**config.mk**
```make
export PLATFORM = sky130hd
export DESIGN_NAME = vdh_irq_regs
export DESIGN_NICKNAME = d
export VERILOG_FILES = /design/src/vdh_evt_bit.v /design/src/vdh_irq_pin.v /design/src/vdh_irq_regs.v
export VERILOG_INCLUDE_DIRS = /design/src
export SDC_FILE = /design/constraint.sdc
export NUM_CORES = 1
export LEC_CHECK = 0
export BUFFER_PORTS_ARGS = -buffer_cell sky130_fd_sc_hd__buf_2
export CORE_MARGIN = 4
export CORE_UTILIZATION = 57
export CTS_CLUSTER_SIZE = 10
export DETAILED_ROUTE_END_ITERATION = 12
export GPL_ROUTABILITY_DRIVEN = 0
export HOLD_SLACK_MARGIN = 0.08
export PLACE_DENSITY = 0.84
export SETUP_SLACK_MARGIN = 0.2
export SLEW_MARGIN = 15
export SYNTH_ARGS = -nofsm -noshare
export SYNTH_HDL_FRONTEND = slang
export SYNTH_SLANG_ARGS = --single-unit
```
**constraint.sdc**
```tcl
create_clock -name REF_CLK -period 4.55 [get_ports REF_CLK]
set_clock_uncertainty 0.2 [all_clocks]
set_input_delay 1.1375 -clock REF_CLK [delete_from_list [all_inputs] [get_ports REF_CLK]]
set_output_delay 1.1375 -clock REF_CLK [all_outputs]
set_load 0.01 [all_outputs]
```
**src/vdh_map.vh**
```
`ifndef VDH_MAP_VH
`define VDH_MAP_VH

// Register subaddresses
`define VDH_ADDR_IRQB_CLEAR    8'h1C
`define VDH_ADDR_IRQB_MASK     8'h1D
`define VDH_ADDR_IRQB_CONFIG   8'h1E
`define VDH_ADDR_INPUT_SEL2    8'h20
`define VDH_ADDR_REF_CLK_SEL   8'h21
`define VDH_ADDR_STD_SELECT    8'h28
`define VDH_ADDR_CPU_LAUNCH    8'h7F
`define VDH_ADDR_FW_MAJOR_REV  8'h80
`define VDH_ADDR_LOCK_STATUS1  8'h81
`define VDH_ADDR_IRQB_STATUS   8'h85
`define VDH_ADDR_IRQB_ACTIVE   8'h86

// Interrupt B source positions
`define VDH_IRQB_SW_INIT       7
`define VDH_IRQB_CP_CHANGED    6
`define VDH_IRQB_CMD_READY     5
`define VDH_IRQB_FIELD_RATE    4
`define VDH_IRQB_LINE_ALT      3
`define VDH_IRQB_COLOR_LOCK    2
`define VDH_IRQB_HV_LOCK       1
`define VDH_IRQB_TV_VCR        0

// Field positions
`define VDH_CFG_POLARITY_BIT   0
`define VDH_SEL_DECIM_BIT      4
`define VDH_SEL_CHROMA_BIT     1
`define VDH_SEL_LUMA_BIT       0
`define VDH_XTAL_BIT           0
`define VDH_STD_MSB            3
`define VDH_STD_LSB            0
`define VDH_ACT_BIT            0
`define VDH_ST1_PEAK_WHITE     7
`define VDH_ST1_LINE_ALT       6
`define VDH_ST1_FIELD_RATE     5
`define VDH_ST1_LOST_LOCK      4
`define VDH_ST1_COLOR_LOCK     3
`define VDH_ST1_VSYNC_LOCK     2
`define VDH_ST1_HSYNC_LOCK     1
`define VDH_ST1_TV_VCR         0

// Reset values
`define VDH_RST_BYTE           8'h00
`define VDH_RST_NIBBLE         4'h0
`define VDH_RST_BIT            1'b0
`define VDH_STD_AUTO           4'h0

`endif

```
**src/vdh_evt_bit.v**
```verilog
`include "vdh_map.vh"
`default_nettype none

module vdh_evt_bit #(
  parameter W      = 1,
  parameter CHANGE = 1
) (
  input  wire         clk,
  input  wire         rst,
  input  wire [W-1:0] cond,
  input  wire         clr,
  output wire         flag
);

  reg [W-1:0] prev_ff;
  reg         armed_ff;
  reg         flag_ff;
  wire        hit;
  wire        nxt_flag;

  // First cycle after reset only samples, so a static level is no event
  assign hit = armed_ff &&
               ((CHANGE != 0) ? (cond != prev_ff) : (|(cond & ~prev_ff)));
  assign nxt_flag = hit | (flag_ff & ~clr);
  assign flag = flag_ff;

  always @(posedge clk) begin
    if (rst) begin
      prev_ff  <= {W{`VDH_RST_BIT}};
      armed_ff <= `VDH_RST_BIT;
      flag_ff  <= `VDH_RST_BIT;
    end else begin
      prev_ff  <= cond;
      armed_ff <= 1'b1;
      flag_ff  <= nxt_flag;
    end
  end

endmodule // vdh_evt_bit

`default_nettype wire

```
**src/vdh_irq_pin.v**
```verilog
`default_nettype none

module vdh_irq_pin (
  input  wire active,
  input  wire active_high,
  output wire pin_o,
  output wire pin_oe
);

  // Pin is only ever pulled low; released state is high-impedance
  assign pin_o  = 1'b0;
  assign pin_oe = active_high ? ~active : active;

endmodule // vdh_irq_pin

`default_nettype wire

```
**src/vdh_irq_regs.v**
```verilog
// Overview of operation
// - Writing 1 to an interrupt-B clear bit clears that status bit unless its source fires in the same cycle; 0 leaves it.
// - Eight interrupt-B sources share one fixed bit position across clear, mask, status.
// - Mask bit 1 lets its source drive the pin, 0 blocks; masks reset 0.
// - Masking gates only the pin and the active register; status bits still set.
// - Pin asserts exactly when any status bit and its mask bit are both set.
// - Config bit 0 picks pin polarity: 0 active low (reset), 1 active high.
// - Active low: pull pin low when active, release when inactive.
// - Active high: release pin when active, pull low when inactive.
// - Input select bits 1/0 route chroma/luma to first or second converter.
// - Decimation select 0 keeps filter in path (reset), 1 bypasses it.
// - Reference clock bit 0: 0 is 14.31818 MHz (reset), 1 is 27 MHz.
// - Standard code low nibble: 0 automatic (reset), 1..12 force standards.
// - Nonzero standard code forces that standard even while autoswitching runs.
// - Any write to the launch register starts the embedded processor.
// - Major firmware revision register is read-only and returns the ROM revision.
// - Status one bit 4 latches lost lock since last read of that register.
// - Status one bits 7,6,5: peak white, line alternation, field rate 50 Hz.
// - Status one bits 3..1 colour, vertical, horizontal lock; bit 0 VCR source.
// - Interrupt-B status latches each condition until host clears it.
// - Active register bit 0 reads 1 while any status bit and its mask bit are both set.
`include "vdh_map.vh"
`default_nettype none

module vdh_irq_regs #(
  parameter [7:0] FW_MAJOR_REV = 8'h01
) (
  input  wire       REF_CLK,
  input  wire       RST,
  input  wire [7:0] REG_ADDR,
  input  wire [7:0] REG_WDATA,
  input  wire       REG_WR,
  input  wire       REG_RD,
  output reg  [7:0] REG_RDATA,
  output reg        REG_RVALID,
  input  wire       SW_INIT_READY,
  input  wire [1:0] CP_DETECT,
  input  wire       CMD_READY,
  input  wire       PEAK_WHITE,
  input  wire       LINE_ALT,
  input  wire       FIELD_50HZ,
  input  wire       COLOR_LOCK,
  input  wire       VSYNC_LOCK,
  input  wire       HSYNC_LOCK,
  input  wire       VCR_SOURCE,
  output wire       INTB_O,
  output wire       INTB_OE,
  output reg        CHROMA_SECOND_CONV,
  output reg        LUMA_SECOND_CONV,
  output reg        DECIM_BYPASS,
  output reg        REF_CLK_27MHZ,
  output reg  [3:0] STD_CODE,
  output reg        STD_FORCED,
  output reg        CPU_START,
  output reg        CPU_RUNNING
);

  reg  [7:0] mask_ff;
  reg        polarity_ff;
  reg  [7:0] nxt_rdata;
  reg        lost_lock_ff;
  reg  [2:0] lock_prev_ff;
  reg        lock_armed_ff;
  reg        wr_clear;
  reg        wr_mask;
  reg        wr_config;
  reg        wr_sel;
  reg        wr_xtal;
  reg        wr_std;
  reg        wr_launch;
  wire       rd_status1;
  wire [7:0] clr_vec;
  wire [7:0] irq_status;
  wire       irq_active;
  wire [2:0] lock_now;
  wire       lock_lost;
  wire       nxt_lost_lock;
  wire [7:0] status1;

  // One write strobe per writable register; writes elsewhere are dropped
  always @* begin
    wr_clear  = 1'b0;
    wr_mask   = 1'b0;
    wr_config = 1'b0;
    wr_sel    = 1'b0;
    wr_xtal   = 1'b0;
    wr_std    = 1'b0;
    wr_launch = 1'b0;
    case (REG_ADDR)
      `VDH_ADDR_IRQB_CLEAR: begin
        wr_clear = REG_WR;
      end
      `VDH_ADDR_IRQB_MASK: begin
        wr_mask = REG_WR;
      end
      `VDH_ADDR_IRQB_CONFIG: begin
        wr_config = REG_WR;
      end
      `VDH_ADDR_INPUT_SEL2: begin
        wr_sel = REG_WR;
      end
      `VDH_ADDR_REF_CLK_SEL: begin
        wr_xtal = REG_WR;
      end
      `VDH_ADDR_STD_SELECT: begin
        wr_std = REG_WR;
      end
      `VDH_ADDR_CPU_LAUNCH: begin
        wr_launch = REG_WR;
      end
      default: begin
        wr_clear = 1'b0;
      end
    endcase
  end

  assign rd_status1 = REG_RD && (REG_ADDR == `VDH_ADDR_LOCK_STATUS1);

  assign clr_vec = wr_clear ? REG_WDATA : `VDH_RST_BYTE;

  // Interrupt B sources, one position each
  vdh_evt_bit #(.W(1), .CHANGE(0)) u_evt_sw_init (
    .clk  (REF_CLK),
    .rst  (RST),
    .cond (SW_INIT_READY),
    .clr  (clr_vec[`VDH_IRQB_SW_INIT]),
    .flag (irq_status[`VDH_IRQB_SW_INIT])
  );

  vdh_evt_bit #(.W(2), .CHANGE(1)) u_evt_cp (
    .clk  (REF_CLK),
    .rst  (RST),
    .cond (CP_DETECT),
    .clr  (clr_vec[`VDH_IRQB_CP_CHANGED]),
    .flag (irq_status[`VDH_IRQB_CP_CHANGED])
  );

  vdh_evt_bit #(.W(1), .CHANGE(0)) u_evt_cmd (
    .clk  (REF_CLK),
    .rst  (RST),
    .cond (CMD_READY),
    .clr  (clr_vec[`VDH_IRQB_CMD_READY]),
    .flag (irq_status[`VDH_IRQB_CMD_READY])
  );

  vdh_evt_bit #(.W(1), .CHANGE(1)) u_evt_field (
    .clk  (REF_CLK),
    .rst  (RST),
    .cond (FIELD_50HZ),
    .clr  (clr_vec[`VDH_IRQB_FIELD_RATE]),
    .flag (irq_status[`VDH_IRQB_FIELD_RATE])
  );

  vdh_evt_bit #(.W(1), .CHANGE(1)) u_evt_line (
    .clk  (REF_CLK),
    .rst  (RST),
    .cond (LINE_ALT),
    .clr  (clr_vec[`VDH_IRQB_LINE_ALT]),
    .flag (irq_status[`VDH_IRQB_LINE_ALT])
  );

  vdh_evt_bit #(.W(1), .CHANGE(1)) u_evt_color (
    .clk  (REF_CLK),
    .rst  (RST),
    .cond (COLOR_LOCK),
    .clr  (clr_vec[`VDH_IRQB_COLOR_LOCK]),
    .flag (irq_status[`VDH_IRQB_COLOR_LOCK])
  );

  vdh_evt_bit #(.W(2), .CHANGE(1)) u_evt_hv (
    .clk  (REF_CLK),
    .rst  (RST),
    .cond ({HSYNC_LOCK, VSYNC_LOCK}),
    .clr  (clr_vec[`VDH_IRQB_HV_LOCK]),
    .flag (irq_status[`VDH_IRQB_HV_LOCK])
  );

  vdh_evt_bit #(.W(1), .CHANGE(1)) u_evt_vcr (
    .clk  (REF_CLK),
    .rst  (RST),
    .cond (VCR_SOURCE),
    .clr  (clr_vec[`VDH_IRQB_TV_VCR]),
    .flag (irq_status[`VDH_IRQB_TV_VCR])
  );

  // Mask only reaches the pin and the active register; status bits are set regardless
  assign irq_active = |(irq_status & mask_ff);

  vdh_irq_pin u_pin (
    .active      (irq_active),
    .active_high (polarity_ff),
    .pin_o       (INTB_O),
    .pin_oe      (INTB_OE)
  );

  // Lost lock: any of the three locks falling
  assign lock_now  = {COLOR_LOCK, VSYNC_LOCK, HSYNC_LOCK};
  assign lock_lost = lock_armed_ff && (|(lock_prev_ff & ~lock_now));
  // A loss in the reading cycle survives the read-clear
  assign nxt_lost_lock = lock_lost | (lost_lock_ff & ~rd_status1);

  assign status1 = {PEAK_WHITE, LINE_ALT, FIELD_50HZ, lost_lock_ff,
                    COLOR_LOCK, VSYNC_LOCK, HSYNC_LOCK, VCR_SOURCE};

  always @(posedge REF_CLK) begin
    if (RST) begin
      lost_lock_ff  <= `VDH_RST_BIT;
      lock_prev_ff  <= {3{`VDH_RST_BIT}};
      lock_armed_ff <= `VDH_RST_BIT;
    end else begin
      lost_lock_ff  <= nxt_lost_lock;
      lock_prev_ff  <= lock_now;
      lock_armed_ff <= 1'b1;
    end
  end

  // Launch pulse and sticky running flag
  always @(posedge REF_CLK) begin
    if (RST) begin
      CPU_START   <= `VDH_RST_BIT;
      CPU_RUNNING <= `VDH_RST_BIT;
    end else begin
      CPU_START <= wr_launch;
      if (wr_launch) begin
        CPU_RUNNING <= 1'b1;
      end
    end
  end

  // Interrupt mask and pin polarity
  always @(posedge REF_CLK) begin
    if (RST) begin
      mask_ff     <= `VDH_RST_BYTE;
      polarity_ff <= `VDH_RST_BIT;
    end else begin
      if (wr_mask) begin
        mask_ff <= REG_WDATA;
      end
      if (wr_config) begin
        polarity_ff <= REG_WDATA[`VDH_CFG_POLARITY_BIT];
      end
    end
  end

  // Converter routing, decimation and reference clock select
  always @(posedge REF_CLK) begin
    if (RST) begin
      CHROMA_SECOND_CONV <= `VDH_RST_BIT;
      LUMA_SECOND_CONV   <= `VDH_RST_BIT;
      DECIM_BYPASS       <= `VDH_RST_BIT;
      REF_CLK_27MHZ      <= `VDH_RST_BIT;
    end else begin
      if (wr_sel) begin
        CHROMA_SECOND_CONV <= REG_WDATA[`VDH_SEL_CHROMA_BIT];
        LUMA_SECOND_CONV   <= REG_WDATA[`VDH_SEL_LUMA_BIT];
        DECIM_BYPASS       <= REG_WDATA[`VDH_SEL_DECIM_BIT];
      end
      if (wr_xtal) begin
        REF_CLK_27MHZ <= REG_WDATA[`VDH_XTAL_BIT];
      end
    end
  end

  // Video standard code
  always @(posedge REF_CLK) begin
    if (RST) begin
      STD_CODE   <= `VDH_STD_AUTO;
      STD_FORCED <= `VDH_RST_BIT;
    end else begin
      if (wr_std) begin
        STD_CODE   <= REG_WDATA[`VDH_STD_MSB:`VDH_STD_LSB];
        // Nonzero code overrides the autoswitch firmware
        STD_FORCED <= |REG_WDATA[`VDH_STD_MSB:`VDH_STD_LSB];
      end
    end
  end

  // Read mux; write-only and unmapped addresses read zero
  always @* begin
    nxt_rdata = `VDH_RST_BYTE;
    case (REG_ADDR)
      `VDH_ADDR_IRQB_MASK: begin
        nxt_rdata = mask_ff;
      end
      `VDH_ADDR_IRQB_CONFIG: begin
        nxt_rdata[`VDH_CFG_POLARITY_BIT] = polarity_ff;
      end
      `VDH_ADDR_INPUT_SEL2: begin
        nxt_rdata[`VDH_SEL_DECIM_BIT]  = DECIM_BYPASS;
        nxt_rdata[`VDH_SEL_CHROMA_BIT] = CHROMA_SECOND_CONV;
        nxt_rdata[`VDH_SEL_LUMA_BIT]   = LUMA_SECOND_CONV;
      end
      `VDH_ADDR_REF_CLK_SEL: begin
        nxt_rdata[`VDH_XTAL_BIT] = REF_CLK_27MHZ;
      end
      `VDH_ADDR_STD_SELECT: begin
        nxt_rdata[`VDH_STD_MSB:`VDH_STD_LSB] = STD_CODE;
      end
      `VDH_ADDR_FW_MAJOR_REV: begin
        nxt_rdata = FW_MAJOR_REV;
      end
      `VDH_ADDR_LOCK_STATUS1: begin
        nxt_rdata = status1;
      end
      `VDH_ADDR_IRQB_STATUS: begin
        nxt_rdata = irq_status;
      end
      `VDH_ADDR_IRQB_ACTIVE: begin
        nxt_rdata[`VDH_ACT_BIT] = irq_active;
      end
      `VDH_ADDR_IRQB_CLEAR: begin
        nxt_rdata = `VDH_RST_BYTE;
      end
      `VDH_ADDR_CPU_LAUNCH: begin
        nxt_rdata = `VDH_RST_BYTE;
      end
      default: begin
        nxt_rdata = `VDH_RST_BYTE;
      end
    endcase
  end

  // Valid pulses once per read
  always @(posedge REF_CLK) begin
    if (RST) begin
      REG_RVALID <= `VDH_RST_BIT;
    end else begin
      REG_RVALID <= REG_RD;
    end
  end

  // Read data holds until the next read
  always @(posedge REF_CLK) begin
    if (RST) begin
      REG_RDATA <= `VDH_RST_BYTE;
    end else begin
      if (REG_RD) begin
        REG_RDATA <= nxt_rdata;
      end
    end
  end

endmodule // vdh_irq_regs

`default_nettype wire

```
==> results of run 1 <==
==> cell families (layout without fill, tap and decap cells) <==
group	count (synthesis)	in the layout	share of synthesized area, %
buffers and inverters	19	64	3.72
other	1	1	0.164
flip-flops	49	49	42.9
AO/OA/AOI/OAI	55	55	17.6
adder cells (fa/ha/maj)	3	3	1.64
XOR/XNOR	6	6	2.30
AND/OR/NAND/NOR	86	86	22.3
multiplexers	21	21	9.36
==> power breakdown <==
group / switching, mW / leakage [nW] / internal (mW)
logic: 0.0517 / 0.770 / 0.0339
registers: 0.0104 / 0.401 / 0.442
clock network: 0.145 / 0.0385 / 0.109
==> layout by cell type (no fill, tap or decap), types with 4 or more instances in the layout <==
cell type / n
nor2b_1: 10
a22oi_1: 8
clkbuf_8: 5
nand3_1: 10
dfxtp_1: 49
o21ai_0: 5
a311oi_1: 8
mux2i_1: 18
a21oi_1: 13
nand2_1: 9
nand4_1: 6
buf_2: 51
nor2_1: 29
inv_1: 4
xor2_1: 6
==> per-layer routing <==
metal,global-route usage [%],wire (µm),vias to the layer above
li1,-,-,973
met1,31.9,2510,981
met2,36.3,2560,114
met3,6.73,587,20
met4,7.93,141,0
met5,0,0,-
==> worst max-delay path, cell delays in order (launching register included) <==
cell,delay (ns)
dfxtp_1,0.34
a22oi_1,0.21
nand4_1,0.19
xor2_1,0.20
buf_2,0.16
==> flip-flops by register name, summed over array words and instances (netlist names), 2 cells and up <==
name              cells
REG_RDATA             8
STD_CODE              4
lock_prev_ff          2
mask_ff               8
u_evt_cp.prev_ff      2
==> per-stage QoR <==
step / area (µm²) / utilization (%) / power [mW]
5_1_grt: 2620 / 69.4 / 0.821
4_1_cts: 2620 / 69.4 / 0.792
2_1_floorplan: 2290 / - / 0.510
6_report: 2620 / 69.4 / 0.792
3_3_place_gp: 2530 / 67.2 / 0.544
3_5_place_dp: 2530 / 67.2 / 0.546
==> how the worst max path moves through the flow <==
stage	slack (ns)	depth (start not counted)	end	start
global placement	1.75	5	u_evt_color.flag$_SDFF_PP0_	REG_ADDR[2]
floorplan	2.04	5	REG_RDATA[2]$_SDFFE_PP0P_	REG_ADDR[0]
global route	1.71	4	INTB_OE	u_evt_hv.flag$_SDFF_PP0_
CTS	1.79	4	INTB_OE	u_evt_color.flag$_SDFF_PP0_
finish	1.80	4	INTB_OE	u_evt_color.flag$_SDFF_PP0_
detailed placement	1.73	5	u_evt_color.flag$_SDFF_PP0_	REG_ADDR[2]
==> final cells by class <==
type | instances | area share [%]
Multi-Input combinational cell | 172 | 46.6
Sequential cell | 49 | 37.5
Timing Repair Buffer | 51 | 9.75
Clock buffer | 7 | 2.91
Tap cell | 48 | 2.29
Inverter | 5 | 0.717
Clock inverter | 1 | 0.287
==> impl_metrics.tcl, run 1 <==
set metrics [dict create \
    whs_endpoint "CPU_RUNNING$_SDFFE_PP0P_" \
    cts_tree "built" \
    num_vias 2088 \
    grt_pass1_vias 1910 \
    fin_crit_ns 2.75 \
    avgViaCountPerCell 6.27 \
    die_area_um2 5090 \
    hold_class "reg2reg" \
    netlist_instances 240 \
    yosys-top-cells-area "dfxtp_1 (43%), mux2i_1 (7.9%), nor2_1 (4.8%), a311oi_1 (3.1%), a21oi_1 (2.8%)" \
    synth_area_per_cell_um2 9.52 \
    fmax_mhz 364 \
    dpl.hpwl_um 4210 \
    relSlewSlack_pct 47.1 \
    synth_nets 274 \
    async_flop_share_pct 0 \
    cts_sinks 49 \
    maxCapViolations 0 \
    io_buffers 51 \
    grt_usage_pct 23.6 \
    finalNetCount 318 \
    diodes 0 \
    firstDrtPassIters 5 \
    netlist.area_leader.share_pct 42.9 \
    route.antenna.remaining_nets 0 \
    start_kind "flip-flop" \
    cp.required_ns 3.21 \
    start_util_pct 60.6 \
    r2r_end "REG_RDATA[5]$_SDFFE_PP0P_" \
    fin_ws_ns 1.80 \
    area_growth_pct 14.6 \
    core_area_um2 3770 \
    num_io_pins 53 \
    antenna_found_initial 0 \
    critPathCaptureType "output pin" \
    synth-seq-area-share_pct 42.9 \
    rsz0062_at_grt "no" \
    status "completed" \
    hold_start "CPU_RUNNING$_SDFFE_PP0P_" \
    reg2reg_from "u_evt_cmd.flag$_SDFF_PP0_" \
    hold_viol 0 \
    fin_hold_ws_ns 0.279 \
    path_max_fanout 3 \
    critical_path_class "reg2out" \
    grt_max_degree 46 \
    maxSlewViolCount 0 \
    synth.most_common_cell "dfxtp_1" \
    synth_ff_type "dfxtp_1" \
    final_cells 333 \
    die_width_um 71.3 \
    clock_path_buffers 2 \
    post_cts_resized 0 \
    first_iter_violations 209 \
    ctsHoldBuffers 0 \
    reg2regPathDepth 4 \
    ys_warn_count 0 \
    seqCellArea_um2 981 \
    postCtsSetupRepairBufs 0 \
    clkLatencyLatePin_ns 0.31 \
    cts_root_buf "clkbuf_8" \
    yosys_register_bits 49 \
    tns_ns 0 \
    clk_pin_slew_ns 0.08 \
    final_layout_size_suffix_gt1_share_pct 24.2 \
    worstPathArrival_ns 1.41 \
    wire_per_inst_um 17.4 \
    period_share_pct 60.3 \
    synth.distinct_cells 51 \
    multiInputGateArea_um2 1220 \
    yosysTopAreaCell "dfxtp_1" \
    fill_cells 309 \
    grt_pass1_wl_um 9450 \
    power.leakage_nw 1.21 \
    synthTopCellsByCount "dfxtp_1 (49), nor2_1 (29), mux2i_1 (18)" \
    num_rows 22 \
    worstHoldPathCells 1 \
    ir_worst_vdd_mv 0.205 \
    syn_area_um2 2290 \
    cts_max_level 2 \
    finalSetupViolations 0 \
    placed_cells_incl_taps 325 \
    cts_buffers 5 \
    chipHeight_um 71.3 \
    post-place-ws_ns 1.73 \
    worst_slew_pin_slew_ns 0.793 \
    pwr_density_cell_nw_per_um2 302 \
    synth_edf_count 0 \
    overflow 0 \
    r2r_setup_slack_ns 3.14 \
    drcViolationCount 0 \
    drt-total-wl_um 5800 \
]
Power figures use the tool's default switching activity.
==> inputs of run 2 (changes only) <==
Settings changed: CORE_UTILIZATION 57 to 53, PLACE_DENSITY 0.84 to 0.79.
Clock period 4.55 ns to 2.7 ns, I/O delays scaled along.
==> impl_metrics.tcl, run 2 (synthesis results as in run 1) <==
set metrics [dict create \
    status "completed" \
    finalNetCount 319 \
    period_share_pct 84.6 \
    die_area_um2 5430 \
    route.antenna.remaining_nets 0 \
    fin_crit_ns 2.28 \
    ctsHoldBuffers 0 \
    path_max_fanout 3 \
    first_iter_violations 199 \
    crit_path_max_incr_delay_ns 0.36 \
    grt_pass1_vias 1925 \
    die_width_um 73.7 \
    diodes 0 \
    num_io_pins 53 \
    dpl.hpwl_um 4500 \
    worstPathArrival_ns 1.41 \
    area_growth_pct 16.2 \
    slowest_stage "dfxtp_1" \
    crit_chain "a22oi_1 > nand4_1 > xor2_1 > buf_2" \
    hold_viol 0 \
    maxSlewViolCount 0 \
    relSlewSlack_pct 61.1 \
    start_kind "flip-flop" \
    drt-total-wl_um 5940 \
    ir_worst_vdd_mv 0.372 \
    clock_path_buffers 2 \
    cts_tree "built" \
    num_rows 23 \
    grt_pass1_wl_um 9520 \
    antenna_found_initial 0 \
    r2r_setup_slack_ns 1.19 \
    core_area_um2 4090 \
    hold_class "reg2reg" \
    clk_pin_slew_ns 0.09 \
    tns_ns 0 \
    postCtsSetupRepairBufs 0 \
    cts_root_buf "clkbuf_8" \
    cp_top_family "flip-flops" \
    top_regs "REG_RDATA: 8 flops, mask_ff: 8 flops, STD_CODE: 4 flops" \
    firstDrtPassIters 4 \
    grt_max_degree 28 \
    num_vias 2041 \
    io_buffers 51 \
    start_util_pct 55.9 \
    final_common_cell "buf_2" \
    pwr_density_cell_nw_per_um2 542 \
    chipHeight_um 73.7 \
    avgViaCountPerCell 6.07 \
    maxCapViolations 0 \
    final_cells 336 \
    mostFrequentLayoutCells "buf_2 (51), dfxtp_1 (49), nor2_1 (29)" \
    final_layout_size_suffix_gt1_share_pct 24.8 \
    cts_buffers 5 \
    cts_max_level 2 \
    post_cts_resized 0 \
    worst_slew_pin_slew_ns 0.583 \
    grt_usage_pct 23.0 \
    finalSetupViolations 0 \
    critPathBufInv 1 \
    placed_cells_incl_taps 328 \
    drcViolationCount 0 \
    rsz0062_at_grt "no" \
    clkLatencyLatePin_ns 0.31 \
    overflow 0 \
    cp.required_ns 1.82 \
    wire_per_inst_um 17.7 \
    cts_sinks 49 \
    fmax_mhz 438 \
    critPathCaptureType "output pin" \
    fill_cells 351 \
    critical_path_class "reg2out" \
    power.leakage_nw 1.23 \
]
-- run 2: worst register-to-register path, stage by stage, from the launching register on --
cell	delay [ns]
dfxtp_1	0.36
a22oi_1	0.20
nand4_1	0.17
a311oi_1	0.28
a31oi_1	0.16
-- run 2: layout make-up --
class                           count  area (µm²)  share of cell area (%)
Clock buffer                        6        72.6                    2.73
Clock inverter                      2        38.8                    1.46
Inverter                            5        18.8                   0.707
Multi-Input combinational cell    172        1220                    45.9
Sequential cell                    49         981                    36.9
Tap cell                           50        62.6                    2.36
Timing Repair Buffer               52         263                    9.89
-- run 2: final timing paths --
check                                start                         to  cells after the start
setup / recovery   mask_ff[3]$_SDFFE_PP0P_                    INTB_OE                      4
hold / removal    CPU_RUNNING$_SDFFE_PP0P_   CPU_RUNNING$_SDFFE_PP0P_                      1
setup reg to reg   mask_ff[3]$_SDFFE_PP0P_  REG_RDATA[0]$_SDFFE_PP0P_                      4
hold reg to reg   CPU_RUNNING$_SDFFE_PP0P_   CPU_RUNNING$_SDFFE_PP0P_                      1
-- run 2: report_power, final --
part,switching [mW],internal [mW]
Clock,0.252,0.278
Sequential,0.0180,0.746
Combinational,0.0872,0.0582
Total,0.357,1.08
-- run 2: metal layers --
metal	wire (µm)	vias up	track usage [%]
met5	0	-	0
met4	121	0	7.24
met3	497	11	5.34
met2	2700	95	35.9
met1	2620	961	31.3
li1	-	974	-
-- run 2: through the flow --
step | util, % | instance area (µm²) | setup WS (ns) | power [mW] | hold slack [ns]
after floorplan | - | 2290 | 0.651 | 0.860 | 0.260
after detailed placement | 62.3 | 2540 | 0.328 | 0.923 | 0.261
after global routing | 65.0 | 2660 | 0.390 | 1.49 | 0.310
after global placement | 62.3 | 2540 | 0.371 | 0.920 | 0.233
final | 65.0 | 2660 | 0.417 | 1.44 | 0.276
after CTS | 65.0 | 2660 | 0.447 | 1.44 | 0.282
==> inputs of run 3 (changes only) <==
Settings changed: ABC_AREA from default to 1, CORE_UTILIZATION 53 to 48, PLACE_DENSITY 0.79 to 0.75.
Clock period 2.7 ns to 2.1 ns, I/O delays scaled along.
==> impl_metrics.tcl, run 3 <==
set metrics [dict create \
    netlist_instances 312 \
    critPathCaptureType "output pin" \
    yosysTopAreaCell "dfxtp_1" \
    hold_class "in2reg" \
    syn_area_um2 2270 \
    diodes 0 \
    clock_path_buffers 2 \
    synth_area_per_cell_um2 7.29 \
    grt_max_degree 32 \
    post_dp_cell_area_um2 2590 \
    num_vias 2198 \
    clk_pin_slew_ns 0.09 \
    fin_crit_ns 1.98 \
    ctsHoldBuffers 0 \
    period_share_pct 94.3 \
    area_growth_pct 20.6 \
    post-place-ws_ns 0.133 \
    mostFrequentLayoutCells "buf_2 (51), nand2_1 (42), dfxtp_1 (38)" \
    maxCapViolations 0 \
    start_kind "flip-flop" \
    reg2regPathDepth 9 \
    netlist.area_leader.share_pct 43.1 \
    worst_slew_pin_slew_ns 0.562 \
    finalNetCount 406 \
    synth_edf_count 0 \
    worstHoldPathCells 3 \
    synthMuxAreaShare_pct 0 \
    core_area_um2 4470 \
    wl_met3_um 405 \
    rsz0062_at_grt "yes" \
    synth_fa_ha_area_share_pct 1.65 \
    yosys-top-cells-area "dfxtp_1 (43%), o21ai_0 (8.4%), a21oi_1 (7.3%), nand2_1 (7.1%), inv_1 (6.8%)" \
    drt-met1-wl_um 2520 \
    synth_ff_type "dfxtp_1" \
    cts_sinks 49 \
    tns_ns 0 \
    die_width_um 76.8 \
    whs_endpoint "u_evt_sw_init.prev_ff$_SDFF_PP0_" \
    yosys.area_share.simple_pct 24.8 \
    synth_nets 346 \
    relSlewSlack_pct 62.5 \
    chipHeight_um 76.8 \
    antenna_found_initial 0 \
    synth.distinct_cells 30 \
    totalPowerFinal_mw 1.74 \
    start_util_pct 50.8 \
    reg2reg_from "mask_ff[1]$_SDFFE_PP0P_" \
    maxSlewViolCount 0 \
    grt_pass1_vias 1993 \
    num_io_pins 53 \
    finalSetupViolations 0 \
    wire_per_inst_um 13.2 \
    wl_met2_um 2580 \
    final_util_pct 61.3 \
    r2r_end "REG_RDATA[0]$_SDFFE_PP0P_" \
    top_layer "met4" \
    overflow 0 \
    clkLatencyLatePin_ns 0.30 \
    yosys_register_bits 49 \
    final_common_cell "buf_2" \
    pwr_density_cell_nw_per_um2 635 \
    fmax_mhz 505 \
    fill_cells 435 \
    critical_path_class "reg2out" \
    worstPathArrival_ns 1.25 \
    dpl.hpwl_um 4260 \
    fin_ws_ns 0.121 \
    final_layout_size_suffix_gt1_share_pct 30.0 \
    cts_buffers 5 \
    ir_worst_vdd_mv 0.382 \
    synth-xor-area-share_pct 2.31 \
    drt-total-wl_um 5610 \
    async_flop_share_pct 0 \
    synth_top_family_by_area "simple AND/OR/NAND/NOR gates" \
    route.antenna.remaining_nets 0 \
    grt_usage_pct 19.4 \
    synth.most_common_cell "dfxtp_1" \
    drcViolationCount 0 \
    cts_max_level 2 \
    io_buffers 51 \
    finalInstanceArea_um2 2740 \
    synth-seq-area-share_pct 43.1 \
    firstDrtPassIters 4 \
    die_area_um2 5900 \
    cp.required_ns 1.37 \
    synthTopCellsByCount "dfxtp_1 (49), nand2_1 (43), inv_1 (41)" \
    power.leakage_nw 1.30 \
    status "completed" \
    synth_compound_area_share_pct 18.3 \
    r2r_setup_slack_ns 0.72 \
    cts_root_buf "clkbuf_8" \
    first_iter_violations 166 \
    multiInputGateArea_um2 1080 \
    cts_tree "built" \
    grt_pass1_wl_um 9360 \
    num_rows 24 \
    path_max_fanout 2 \
    seqCellArea_um2 995 \
    hold_start "SW_INIT_READY" \
    avgViaCountPerCell 5.17 \
    top_regs "REG_RDATA: 8 flops, mask_ff: 8 flops, STD_CODE: 4 flops" \
    ys_warn_count 0 \
    hold_viol 0 \
]
==> run 3: cell count changes after synthesis, moves of 4 or more <==
cell / change
a21oi_1: +20
a22oi_1: -8
a311oi_1: -8
clkbuf_1: -4
inv_1: +37
mux2i_1: -18
nand2_1: +34
nand2_2: +5
nand3_1: +16
nand4_1: -4
nor2_2: +7
nor2b_1: -10
o21ai_0: +33
==> run 3: what timing repair did <==
action / CTS / global route
setup buffers: 3 / 2
hold endpoints to repair: 0 / 0
endpoints found under the setup margin: 1 / 1
gates resized for setup: 20 / 4
pin swaps: 4 / 4
==> run 3: stage by stage <==
step,hold WS (ns),std cells
after floorplan,0.239,312
after global placement,0.234,412
after detailed placement,0.240,412
after CTS,0.229,423
after global routing,0.242,425
final,0.233,425
==> run 3: critical path, cell delays in order (launching register included) <==
cell,delay [ns]
dfxtp_2,0.34
inv_2,0.04
o21ai_1,0.12
nor2_1,0.06
nand2_1,0.11
xor2_1,0.14
buf_2,0.14
==> run 3: final cells by class <==
class                   instances  share of cell area (%)
flip-flops and latches         49                    36.3
inverters                      44                    6.12
repair buffers                 62                    12.3
clock inverters                 2                   0.502
clock buffers                   6                    3.01
well taps                      52                    2.37
multi-input cells             210                    39.4
==> run 3: kinds of logic after synthesis <==
family                   after synthesis
AO/OA/AOI/OAI                         80
XOR/XNOR                               6
adder cells (fa/ha/maj)                3
buffers and inverters                 53
flip-flops                            49
other                                  1
AND/OR/NAND/NOR                      120
==> run 3: worst max path at each step <==
stage	from	end
final	mask_ff[1]$_SDFFE_PP0P_	INTB_OE
after detailed placement	REG_ADDR[6]	REG_RDATA[6]$_SDFFE_PP0P_
after global routing	mask_ff[6]$_SDFFE_PP0P_	INTB_OE
after CTS	u_evt_hv.flag$_SDFF_PP0_	INTB_OE
after floorplan	REG_ADDR[6]	STD_CODE[0]$_SDFFE_PP0P_
after global placement	REG_ADDR[6]	REG_RDATA[6]$_SDFFE_PP0P_
==> run 3: power breakdown <==
group	total, mW	switching (mW)	internal, mW
clock network	0.583	0.315	0.267
logic	0.181	0.111	0.0691
registers	0.979	0.0180	0.961
total	1.74	0.445	1.30
==> run 3: routing by layer <==
metal / vias to the layer above / global-route usage [%]
met4: 0 / 5.62
met3: 9 / 4.45
met2: 72 / 29.9
met5: - / 0
li1: 1134 / -
met1: 983 / 26.9
